--- src/core/maa_pkg.sv ---
// Package of constants for the memory access arbiter
//------------------------------------------------------------------------------
//------------------------------------------------------------------------------
package maa_pkg;
  localparam logic [7:0] UNLOCK_KEY1   = 8'h55;
  localparam logic [7:0] UNLOCK_KEY2   = 8'hAA;
  localparam int         LOCK_FLAG_BIT = 0;
  localparam int         MEM_SEL_W     = 2;
  localparam int         PRIO_W        = 3;
  localparam logic [2:0] PRIO_RST_ISR  = 3'h2;
  localparam logic [2:0] PRIO_RST_MAIN = 3'h1;
  localparam logic [2:0] PRIO_RST_PER  = 3'h0;

  typedef enum logic [1:0] {
    MAA_MEM_FLASH,
    MAA_MEM_RAM,
    MAA_MEM_EEPROM
  } maa_mem_t;

  typedef enum {
    MAA_SEQ_IDLE,
    MAA_SEQ_KEY1,
    MAA_SEQ_OPEN
  } maa_seq_t;
endpackage

--- src/core/maa_lock.sv ---
// Lock register with its unlock key sequence
`timescale 1ns/10ps
module maa_lock (
  input  wire logic       ref_clk_i,
  input  wire logic       rst_n_i,
  input  wire logic       clk_en_i,
  input  wire logic       lock_wr_i,
  input  wire logic [7:0] lock_wdata_i,
  output logic            lock_flag_o
);
  maa_pkg::maa_seq_t seq_ff;
  maa_pkg::maa_seq_t nxt_seq;
  logic              flag_ff;
  logic              nxt_flag;

  always_comb begin
    nxt_seq  = seq_ff;
    nxt_flag = flag_ff;
    if (lock_wr_i) begin
      case (seq_ff)
        maa_pkg::MAA_SEQ_IDLE: begin
          nxt_seq = (lock_wdata_i == maa_pkg::UNLOCK_KEY1) ?
                    maa_pkg::MAA_SEQ_KEY1 : maa_pkg::MAA_SEQ_IDLE;
        end
        maa_pkg::MAA_SEQ_KEY1: begin
          // A repeated first key counts as a fresh start
          if (lock_wdata_i == maa_pkg::UNLOCK_KEY2) begin
            nxt_seq = maa_pkg::MAA_SEQ_OPEN;
          end else if (lock_wdata_i == maa_pkg::UNLOCK_KEY1) begin
            nxt_seq = maa_pkg::MAA_SEQ_KEY1;
          end else begin
            nxt_seq = maa_pkg::MAA_SEQ_IDLE;
          end
        end
        maa_pkg::MAA_SEQ_OPEN: begin
          nxt_flag = lock_wdata_i[maa_pkg::LOCK_FLAG_BIT];
          nxt_seq  = maa_pkg::MAA_SEQ_IDLE;
        end
        default: nxt_seq = maa_pkg::MAA_SEQ_IDLE;
      endcase
    end
  end

  always_ff @(posedge ref_clk_i) begin
    if (!rst_n_i) begin
      seq_ff  <= maa_pkg::MAA_SEQ_IDLE;
      flag_ff <= 1'b0;
    end else if (clk_en_i) begin
      seq_ff  <= nxt_seq;
      flag_ff <= nxt_flag;
    end
  end

  assign lock_flag_o = flag_ff;
endmodule

--- src/core/maa_arbiter.sv ---
// Memory access arbiter between CPU main code, CPU interrupt code and peripherals
`timescale 1ns/10ps
module maa_arbiter #(
  parameter int N_PER = 2
) (
  input  wire logic                        ref_clk_i,
  input  wire logic                        rst_n_i,
  input  wire logic                        clk_en_i,
  // Lock register write port
  input  wire logic                        lock_wr_i,
  input  wire logic [7:0]                  lock_wdata_i,
  output logic                             priority_lock_flag_o,
  // Priority settings write port
  input  wire logic                        prio_wr_i,
  input  wire logic [maa_pkg::PRIO_W-1:0]  prio_isr_i,
  input  wire logic [maa_pkg::PRIO_W-1:0]  prio_main_i,
  input  wire logic [maa_pkg::PRIO_W-1:0]  prio_per_i,
  output logic [maa_pkg::PRIO_W-1:0]       prio_isr_o,
  output logic [maa_pkg::PRIO_W-1:0]       prio_main_o,
  output logic [maa_pkg::PRIO_W-1:0]       prio_per_o,
  // CPU side, one instruction cycle per enabled clock
  input  wire logic                        cpu_in_isr_i,
  input  wire logic                        cpu_flash_use_i,
  input  wire logic                        cpu_ram_use_i,
  input  wire logic                        cpu_eeprom_use_i,
  input  wire logic                        flash_op_busy_i,
  input  wire logic                        eeprom_op_busy_i,
  output logic                             cpu_stall_o,
  // Peripheral masters
  input  wire logic [N_PER-1:0]            per_req_i,
  input  wire logic [N_PER-1:0]            per_done_i,
  input  wire logic [N_PER-1:0]            per_disable_req_i,
  input  wire logic [2*N_PER-1:0]          per_mem_i,
  output logic [N_PER-1:0]                 per_gnt_o,
  output logic [N_PER-1:0]                 per_enable_o
);
  //----------------------------------------------------------------------------
  // Lock register
  //----------------------------------------------------------------------------
  // Key tracking lives in its own module; only the resulting flag is used here
  logic                       lock_flag;

  maa_lock u_lock (
    .ref_clk_i    (ref_clk_i),
    .rst_n_i      (rst_n_i),
    .clk_en_i     (clk_en_i),
    .lock_wr_i    (lock_wr_i),
    .lock_wdata_i (lock_wdata_i),
    .lock_flag_o  (lock_flag)
  );

  //----------------------------------------------------------------------------
  // Priority registers
  //----------------------------------------------------------------------------
  // Writes while locked are dropped without any error indication; software
  // reads the settings back when it needs to know they were taken.
  logic [maa_pkg::PRIO_W-1:0] isr_ff;
  logic [maa_pkg::PRIO_W-1:0] main_ff;
  logic [maa_pkg::PRIO_W-1:0] per_ff;
  logic [maa_pkg::PRIO_W-1:0] nxt_isr;
  logic [maa_pkg::PRIO_W-1:0] nxt_main;
  logic [maa_pkg::PRIO_W-1:0] nxt_per;

  always_comb begin
    nxt_isr  = isr_ff;
    nxt_main = main_ff;
    nxt_per  = per_ff;
    if (prio_wr_i && !lock_flag) begin
      nxt_isr  = prio_isr_i;
      nxt_main = prio_main_i;
      nxt_per  = prio_per_i;
    end
  end

  always_ff @(posedge ref_clk_i) begin
    if (!rst_n_i) begin
      isr_ff  <= maa_pkg::PRIO_RST_ISR;
      main_ff <= maa_pkg::PRIO_RST_MAIN;
      per_ff  <= maa_pkg::PRIO_RST_PER;
    end else if (clk_en_i) begin
      isr_ff  <= nxt_isr;
      main_ff <= nxt_main;
      per_ff  <= nxt_per;
    end
  end

  //----------------------------------------------------------------------------
  // Running priority
  //----------------------------------------------------------------------------
  // Software keeps ISR above main only the running context's
  // priority is compared, so mixed settings fall back to the active one.
  // Context switches take effect in the same cycle, like the grants.
  logic                       per_high;
  logic [maa_pkg::PRIO_W-1:0] cpu_prio;

  always_comb begin
    if (cpu_in_isr_i) begin
      cpu_prio = isr_ff;
    end else begin
      cpu_prio = main_ff;
    end
    // Ties go to the CPU, so equal settings never stall it
    per_high = per_ff > cpu_prio;
  end

  //----------------------------------------------------------------------------
  // Per-peripheral slot check and disable hold
  //----------------------------------------------------------------------------
  // Each peripheral looks at its own target, the CPU's use of it and any busy flag of that memory, unless per_high frees every target
  logic [N_PER-1:0] free_ok;
  logic [N_PER-1:0] enable;
  logic [N_PER-1:0] gnt;
  logic [N_PER-1:0] held;
  logic             held_any;
  logic [N_PER-1:0] owner_ff;
  logic [N_PER-1:0] nxt_owner;

  genvar g;
  generate
    for (g = 0; g < N_PER; g++) begin : g_per
      logic [maa_pkg::MEM_SEL_W-1:0] mem;
      logic                          slot_ok;

      assign mem = per_mem_i[g*maa_pkg::MEM_SEL_W +: maa_pkg::MEM_SEL_W];

      always_comb begin
        slot_ok = 1'b0;
        if (per_high) begin
          // The CPU is held instead, so every target counts as free
          slot_ok = 1'b1;
        end else begin
          // Only cycles the CPU leaves unused, so it never slows
          case (mem)
            maa_pkg::MAA_MEM_FLASH: begin
              // A running self-timed flash operation also blocks the slot
              slot_ok = !cpu_flash_use_i && !flash_op_busy_i;
            end
            maa_pkg::MAA_MEM_RAM: begin
              slot_ok = !cpu_ram_use_i;
            end
            maa_pkg::MAA_MEM_EEPROM: begin
              slot_ok = !cpu_eeprom_use_i && !eeprom_op_busy_i;
            end
            default: begin
              // A target with no memory behind it only runs while CPU is held
              slot_ok = 1'b0;
            end
          endcase
        end
      end

      assign free_ok[g] = slot_ok;
      // An owning high-priority peripheral ignores disable requests
      assign enable[g]  = !per_disable_req_i[g] || owner_ff[g];
    end
  endgenerate

  //----------------------------------------------------------------------------
  // Grant decision
  //----------------------------------------------------------------------------
  assign held     = owner_ff & per_req_i;
  assign held_any = |held;

  // Fixed order among peripherals: a held owner keeps the bus, else the
  // lowest index wins; a busy low index can starve the others.
  always_comb begin
    gnt = '0;
    if (lock_flag) begin
      if (held_any) begin
        gnt = held & free_ok;
      end else begin
        // Scan downward so the lowest requesting index is written last
        for (int i = N_PER - 1; i >= 0; i--) begin
          if (per_req_i[i] && free_ok[i]) begin
            // Only one grant is ever raised; earlier picks are cleared
            gnt    = '0;
            gnt[i] = 1'b1;
          end
        end
      end
    end
  end

  //----------------------------------------------------------------------------
  // Bus ownership
  //----------------------------------------------------------------------------
  // A high-priority winner keeps the bus until it reports done or drops its
  // request; clearing the lock releases every owner at once.
  // Owners are only ever recorded in the high-priority case.
  always_comb begin
    nxt_owner = held & ~per_done_i;
    if (!lock_flag) begin
      nxt_owner = '0;
    end else if (!held_any && per_high) begin
      nxt_owner = gnt & ~per_done_i;
    end
  end

  // Owners freeze with the enable like every other register
  always_ff @(posedge ref_clk_i) begin
    if (!rst_n_i) begin
      owner_ff <= '0;
    end else if (clk_en_i) begin
      owner_ff <= nxt_owner;
    end
  end

  //----------------------------------------------------------------------------
  // Outputs
  //----------------------------------------------------------------------------
  // Grants and stall stay combinational so a peripheral can use the very
  // cycle the CPU leaves free; a registered grant would always be late.
  assign per_gnt_o            = gnt;
  // The CPU waits only while a high-priority grant is live, so a finished
  // owner releases it in the same cycle its request drops.
  assign cpu_stall_o          = per_high && (|gnt);
  assign per_enable_o         = enable;
  // Flag and settings are read back straight from their registers
  assign priority_lock_flag_o = lock_flag;
  assign prio_isr_o           = isr_ff;
  assign prio_main_o          = main_ff;
  assign prio_per_o           = per_ff;
endmodule

--- config.mk ---
export PLATFORM = sky130hd
export DESIGN_NAME = maa_arbiter
export DESIGN_NICKNAME = d
export VERILOG_FILES = /design/src/core/maa_pkg.sv /design/src/core/maa_lock.sv /design/src/core/maa_arbiter.sv
export SDC_FILE = /design/constraint.sdc
export NUM_CORES = 1
export LEC_CHECK = 0
export ABC_AREA = 1
export BUFFER_PORTS_ARGS = -buffer_cell sky130_fd_sc_hd__buf_2
export CORE_MARGIN = 2
export CORE_UTILIZATION = 35
export CTS_BUF_LIST = sky130_fd_sc_hd__clkbuf_4 sky130_fd_sc_hd__clkbuf_8 sky130_fd_sc_hd__clkbuf_16
export DETAILED_ROUTE_END_ITERATION = 7
export PLACE_DENSITY = 0.69
export SKIP_CTS_REPAIR_TIMING = 1
export SYNTH_ARGS = -nofsm -noshare
export SYNTH_HDL_FRONTEND = slang
export SYNTH_HIERARCHICAL = 1
export SYNTH_SLANG_ARGS = --single-unit
--- constraint.sdc ---
create_clock -name ref_clk_i -period 2.1 [get_ports ref_clk_i]
set_clock_uncertainty 0.2 [all_clocks]
set_input_delay 0.42 -clock ref_clk_i [delete_from_list [all_inputs] [get_ports ref_clk_i]]
set_output_delay 0.42 -clock ref_clk_i [all_outputs]
set_load 0.02 [all_outputs]
* After elaboration in Yosys (flattened, before gate mapping)
Index checks and enable logic that the tools add are counted.
** Storage, ports and cells
- Flip-flop bits (word level) :: 44
- Latch bits :: 0
- Bits in writable memories :: 0
- ROM bits :: 0
- Bits of input ports :: 38
- Memories kept :: 0
** Cells by class
- Add/sub/neg operators :: 0
- Multipliers :: 0
- Div/mod/pow operators :: 0
- Order comparisons :: 1
- Eq/ne operators :: 8
- Shifts and indexed selects :: 0
- Multiplexer cells :: 14
- Bitwise gates (word level) :: 5
- Reduce and logical (&&, ||, !) cells :: 26
** Operators by type and width (number)
- one-hot mux 32 bit (2 select lines) :: 1
- == test 32 x 1 -> 1 bit, second input constant :: 1
- == test 32 x 2 -> 1 bit, second input constant :: 1
- logical NOT 32 bit :: 1
- two-way mux 32 bit :: 1
- two-way mux 2 bit :: 6
- logical NOT 1 bit :: 9
- AND 2 bit :: 4
- == test 8 x 7 -> 1 bit, second input constant :: 1
- == test 8 bit, second input constant :: 1
- logical AND 1 bit :: 7
- one-hot mux 1 bit (3 select lines) :: 2
- == test 2 x 1 -> 1 bit, second input constant :: 2
- == test 2 bit, second input constant :: 2
- logical NOT 2 bit :: 2
- AND reduction 2 bit :: 2
- OR reduction 2 bit :: 2
- > comparator 3 bit :: 1
- two-way mux 1 bit :: 3
- two-way mux 3 bit :: 1
- AND reduction 3 bit :: 1
- logical OR 1 bit :: 2
- inverter 2 bit :: 1

* Longest topological paths before layout
- Depth in word-level cells :: 12
- Gate-level depth with buffers :: 12

* Cells and area by module
The synthesis kept the hierarchy.
** By module, submodules not included
- maa_arbiter :: times used 1, cells an instance 108, area an instance 732.0 µm², seq. area each 220.2 µm²
- maa_lock :: times used 1, cells an instance 35, area an instance 196.4 µm², seq. area each 60.1 µm²

* Least setup slack after synthesis
OpenSTA, ideal clock, no wires.
- Kind :: register to output
- From :: register isr_ff, in the netlist prio_isr_o[2]
- To :: output port cpu_stall_o
- Arrival time :: 1.839 ns
- Setup slack :: -0.359 ns
- Cell stages (with the launch flop) :: 12
- Path buffers :: 0
- Path through :: dfxtp_1 mux2i_1 ha_1 a21oi_2 nand2_2 nand2_4 nand2_4 nand2_2 nand2_1 a21boi_2 o21bai_1 inv_1
** On the way
- Word-level cells in the longest chain between the ends :: 10
- Elaborated cells between the ends (all ways) :: 13
- Those cells by class :: 1 x order compare; 7 x mux; 1 x bitwise; 4 x reduce/logical
** Ends and longest elaborated chain
- start: declaration :: RTL line maa_arbiter.sv:57 : logic [maa_pkg::PRIO_W-1:0] isr_ff;
- start signal: assignment :: RTL line maa_arbiter.sv:77 : isr_ff <= maa_pkg::PRIO_RST_ISR;
- start signal: assignment :: RTL line maa_arbiter.sv:81 : isr_ff <= nxt_isr;
- two-way mux 3 bit (*) :: RTL line maa_arbiter.sv:97 : if (cpu_in_isr_i) begin
- > comparator 3 bit (*) :: RTL line maa_arbiter.sv:103 : per_high = per_ff > cpu_prio;
- two-way mux 1 bit :: RTL line maa_arbiter.sv:128 : if (per_high) begin
- logical AND 1 bit :: RTL line maa_arbiter.sv:174 : if (per_req_i[i] && free_ok[i]) begin
- two-way mux 2 bit (2 in series) :: RTL line maa_arbiter.sv:174
- two-way mux 2 bit (*) :: RTL line maa_arbiter.sv:169 : if (held_any) begin
- two-way mux 2 bit (*) :: RTL line maa_arbiter.sv:168 : if (lock_flag) begin
- net per_gnt_o[1] :: RTL line maa_arbiter.sv:34 : output logic [N_PER-1:0] per_gnt_o,
- OR reduction 2 bit (*) :: RTL line maa_arbiter.sv:216 : assign cpu_stall_o = per_high && (|gnt);
- logical AND 1 bit (*) :: RTL line maa_arbiter.sv:216
- end: declaration :: RTL line maa_arbiter.sv:28 : output logic cpu_stall_o,
Mark *: on every way through the listed nets, which the timed path passes. The rest lies on a longest branch.

* Worst setup path after layout
- From :: register isr_ff, in the netlist prio_isr_o[2]
- To :: output port cpu_stall_o
** On the way
- Word-level cells in the longest chain between the ends :: 10
- Elaborated cells between the ends (all ways) :: 13
- Those cells by class :: 1 x order compare; 7 x mux; 1 x bitwise; 4 x reduce/logical
** Ends and longest elaborated chain (RTL line)
- two-way mux 3 bit (*) :: maa_arbiter.sv:97
- > comparator 3 bit (*) :: maa_arbiter.sv:103
- two-way mux 1 bit :: maa_arbiter.sv:128
- logical AND 1 bit :: maa_arbiter.sv:174
- two-way mux 2 bit (2 in series) :: maa_arbiter.sv:174
- two-way mux 2 bit :: maa_arbiter.sv:169
- two-way mux 2 bit :: maa_arbiter.sv:168
- OR reduction 2 bit :: maa_arbiter.sv:216
- logical AND 1 bit (*) :: maa_arbiter.sv:216
Every way passes the cells marked *; elsewhere a longest branch is shown, timed or not.

==> metrics.md <==
| Metric | Value |
|---|---|
| Status | finished with violations |
| Failing checks | setup timing |
| Critical Path End Type | primary output |
| Post-layout minimum cycle time | between 2 and 3 ns |
| Synth warn | 6 |
| PwrDens | about 520 nW/um2 |
| Yosys cell types | 23 |
| Final instance area | 1360 um2 |
| Sw Pwr | 221 uW |
| Netlist Area Pre-Place | 928 um2 |
| Crit share post-route | 1.22 |
| Top_reg_cell synth | dfxtp_1 |
| Most frequent cells in the layout | buf_2 (49), nand2_1 (30), nor2_1 (24) |
| Largest net degree at the start of global routing | 14 |
| Hold Path Stages | 3 |
| Post-placement cell area | 1290 um2 |
| Clock power frac | 0.282 |
| Fill cells | 254 |
| Die Area | 3080 um2 |
| Reg-to-reg startpoint | prio_isr_o[2] |
| Clock Path Buffers | 2 |
| Final worst setup slack | -0.455 ns |
| H-tree depth | 1 |
| Clock-pin slew on the worst setup and hold paths | 0.09 ns |
| Post-synthesis adder-cell area fraction | 0.0404 |
| HPWL Detailed | 2.00 mm |
| Sw frac | 0.314 |
| Mean cell area of the mapped netlist | 6.49 um2 |
| CP Class | flop to primary output |
| F_max | 0.391 GHz |
| Worst VDD drop | 0.000302 V |
| Critical path startpoint category | flop |
| FF-to-FF path depth | 12 |
| Skew-Pair Late Insertion Delay | approximately 0.28 ns |
| Sequential cell fraction of total power | 0.408 |
| Post-synthesis compound-gate area fraction | 0.148 |
| Initial Utilization | 0.371 |
| EDFF count, synth | 0 |
| CTS buffer count | 3 |
| Register area share after synthesis | 0.302 |
| Comb power frac | 0.310 |
| Core Area | 2500 um2 |
| Unrepaired setup endpoints after global routing | yes |
| Post-DR wirelength/cell | ~11 um |
| Nets | 248 |
| R2r setup slk | 0.20 ns |
| # DRC | 0 |
| Clk sink count | 14 |
| Row Count | 18 |
| Post-Synth Simple-Gate Area | 0.383 |
| 1st-pass router iterations | 4 |
| Reg2reg end | owner_ff[1] |
| Fin. max-slew vios | 0 |
| Area growth from synthesis to layout | 46.1% |
| WHS | 0.130 ns |
| Total negative slack | -1.11 ns |
| Relative slew margins | 0.757 |
| Antenna Diode Count | 0 |
| Grt ovf | 0 |
| CP arrival | approximately 1.9 ns |
| Share of layout cells above drive strength 1 | 0.408 |
| PortBufs | 52 |
| Final Hold Vio Count | 0 |
| Internal power | ~480 uW |
| I/O Pins | 53 |
| Synthesized flop and latch total | 14 |
| Leakage power | 0.000764 uW |
| Routability Congestion | 0.756 |
| Final WL | 2.48 mm |
| Max cap viols | 0 |
| Syn nets | between 150 and 200 |
| Vias in the first global route | 1100 |
| CTS root buf | clkbuf_4 |
| Slew at the pin closest to its max-slew limit | 0.363 ns |
| Vias/cell | between 4 and 5 |
| Final Util | 0.543 |
| Global-route wire length before repair | approximately 4.3 mm |
| Routed Antenna Nets | 0 |
| Setup violators final | 3 |
| Hold EP | prio_isr_o[1] |
| Hold crit path type | input pin to flop |
| CTS tree | yes |
| Commonest non-fill, non-tap cell in the layout | buf_2 |
| Mux share of post-synthesis cell area | 0.0216 |
| Design Power | 704 uW |
| Startpoint of the worst hold path | prio_isr_i[1] |
| DR iter-0 viols | 25 |
| Largest family of logic cells by synthesized area | simple AND/OR/NAND/NOR gates |
| Cells after Synth | 143 |
| Worst Path Max Fanout | 3 |
| Overall die width | 55.5 um |
| Synth Area in XOR/XNOR | 0 |
| Detailed-route via count | roughly 1100 |
| Async S/R FF share, synth | 0 |
| Die span in y | 55.5 um |
| Req. time, crit path | 1.48 ns |
| Initial antenna violation count | 0 |
| Crit path from | prio_isr_o[2] |
| All-Layer GR Usage | 0.168 |
==> how the worst max path moves through the flow <==
stage,endpoint,cells past startpoint
after floorplan,cpu_stall_o,11
after global placement,cpu_stall_o,13
after detailed placement,cpu_stall_o,13
after CTS,cpu_stall_o,12
after global routing,cpu_stall_o,12
final,cpu_stall_o,12
==> power by group through the flow <==
stage | Sequential (uW) | Clock [uW] | Combinational [uW]
3_5_place_dp | 293 | 0 | 211
3_3_place_gp | 292 | 0 | 205
5_1_grt | 289 | 210 | 243
4_1_cts | 287 | 201 | 213
6_report | 287 | 198 | 218
2_1_floorplan | 307 | 0 | 104
==> cell type report <==
cell class | count | area (um2) | share of cell area
multi-input cells | 103 | 574 | 0.423
repair buffers | 60 | 332 | 0.244
flip-flops and latches | 14 | 283 | 0.208
inverters | 25 | 93.8 | 0.0692
well taps | 30 | 37.5 | 0.0277
clock buffers | 4 | 36.3 | 0.0268
==> flip-flops by register name, summed over array words and instances, names as in the netlist <==
name                count
prio_isr_o              3
u_lock/seq_ff           2
u_lock/lock_flag_o      1
prio_main_o             3
owner_ff                2
prio_per_o              3
==> synth_stat cells (2+ instances only) <==
cell type	number	share of area
dfxtp_1	14	0.30
nor2_1	24	0.097
o21ai_0	11	0.059
ha_1	3	0.040
mux2i_1	2	0.022
nand2_1	31	0.13
inv_2	2	0.0081
a21oi_1	6	0.032
nand2_4	3	0.036
a21oi_2	3	0.028
nand3_1	9	0.049
inv_1	23	0.093
nand2_2	2	0.013
==> stage by stage <==
| step | setup WS, ns | cells |
|---|---|---|
| after floorplan | -0.256 | 143 |
| after global placement | -0.399 | 232 |
| after detailed placement | -0.504 | 232 |
| after CTS | -0.532 | 236 |
| after global routing | -0.579 | 236 |
| final | -0.455 | 236 |
==> kinds of logic after synthesis <==
family	Yosys count
compound gates	23
fa+ha+maj	3
buf+inv	26
flops	14
mux	2
simple gates	75
==> per-layer routing <==
metal	part of all wire	GRT usage
met1	0.42	0.185
met2	0.49	0.303
met4	0.0093	0.0801
met3	0.082	0.0351
met5	0	0
==> critical path, stage by stage (launching register included) <==
cell and delay [ns]:
dfxtp_2 0.34, mux2i_2 0.16, ha_1 0.29, a21oi_2 0.15, nand2_2 0.07, nand2_4 0.08
nand2_4 0.06, nand2_4 0.07, nand2_4 0.05, a21boi_4 0.13, o21bai_1 0.09, inv_2 0.06
buf_6 0.10
Power figures use the tool's default switching activity.
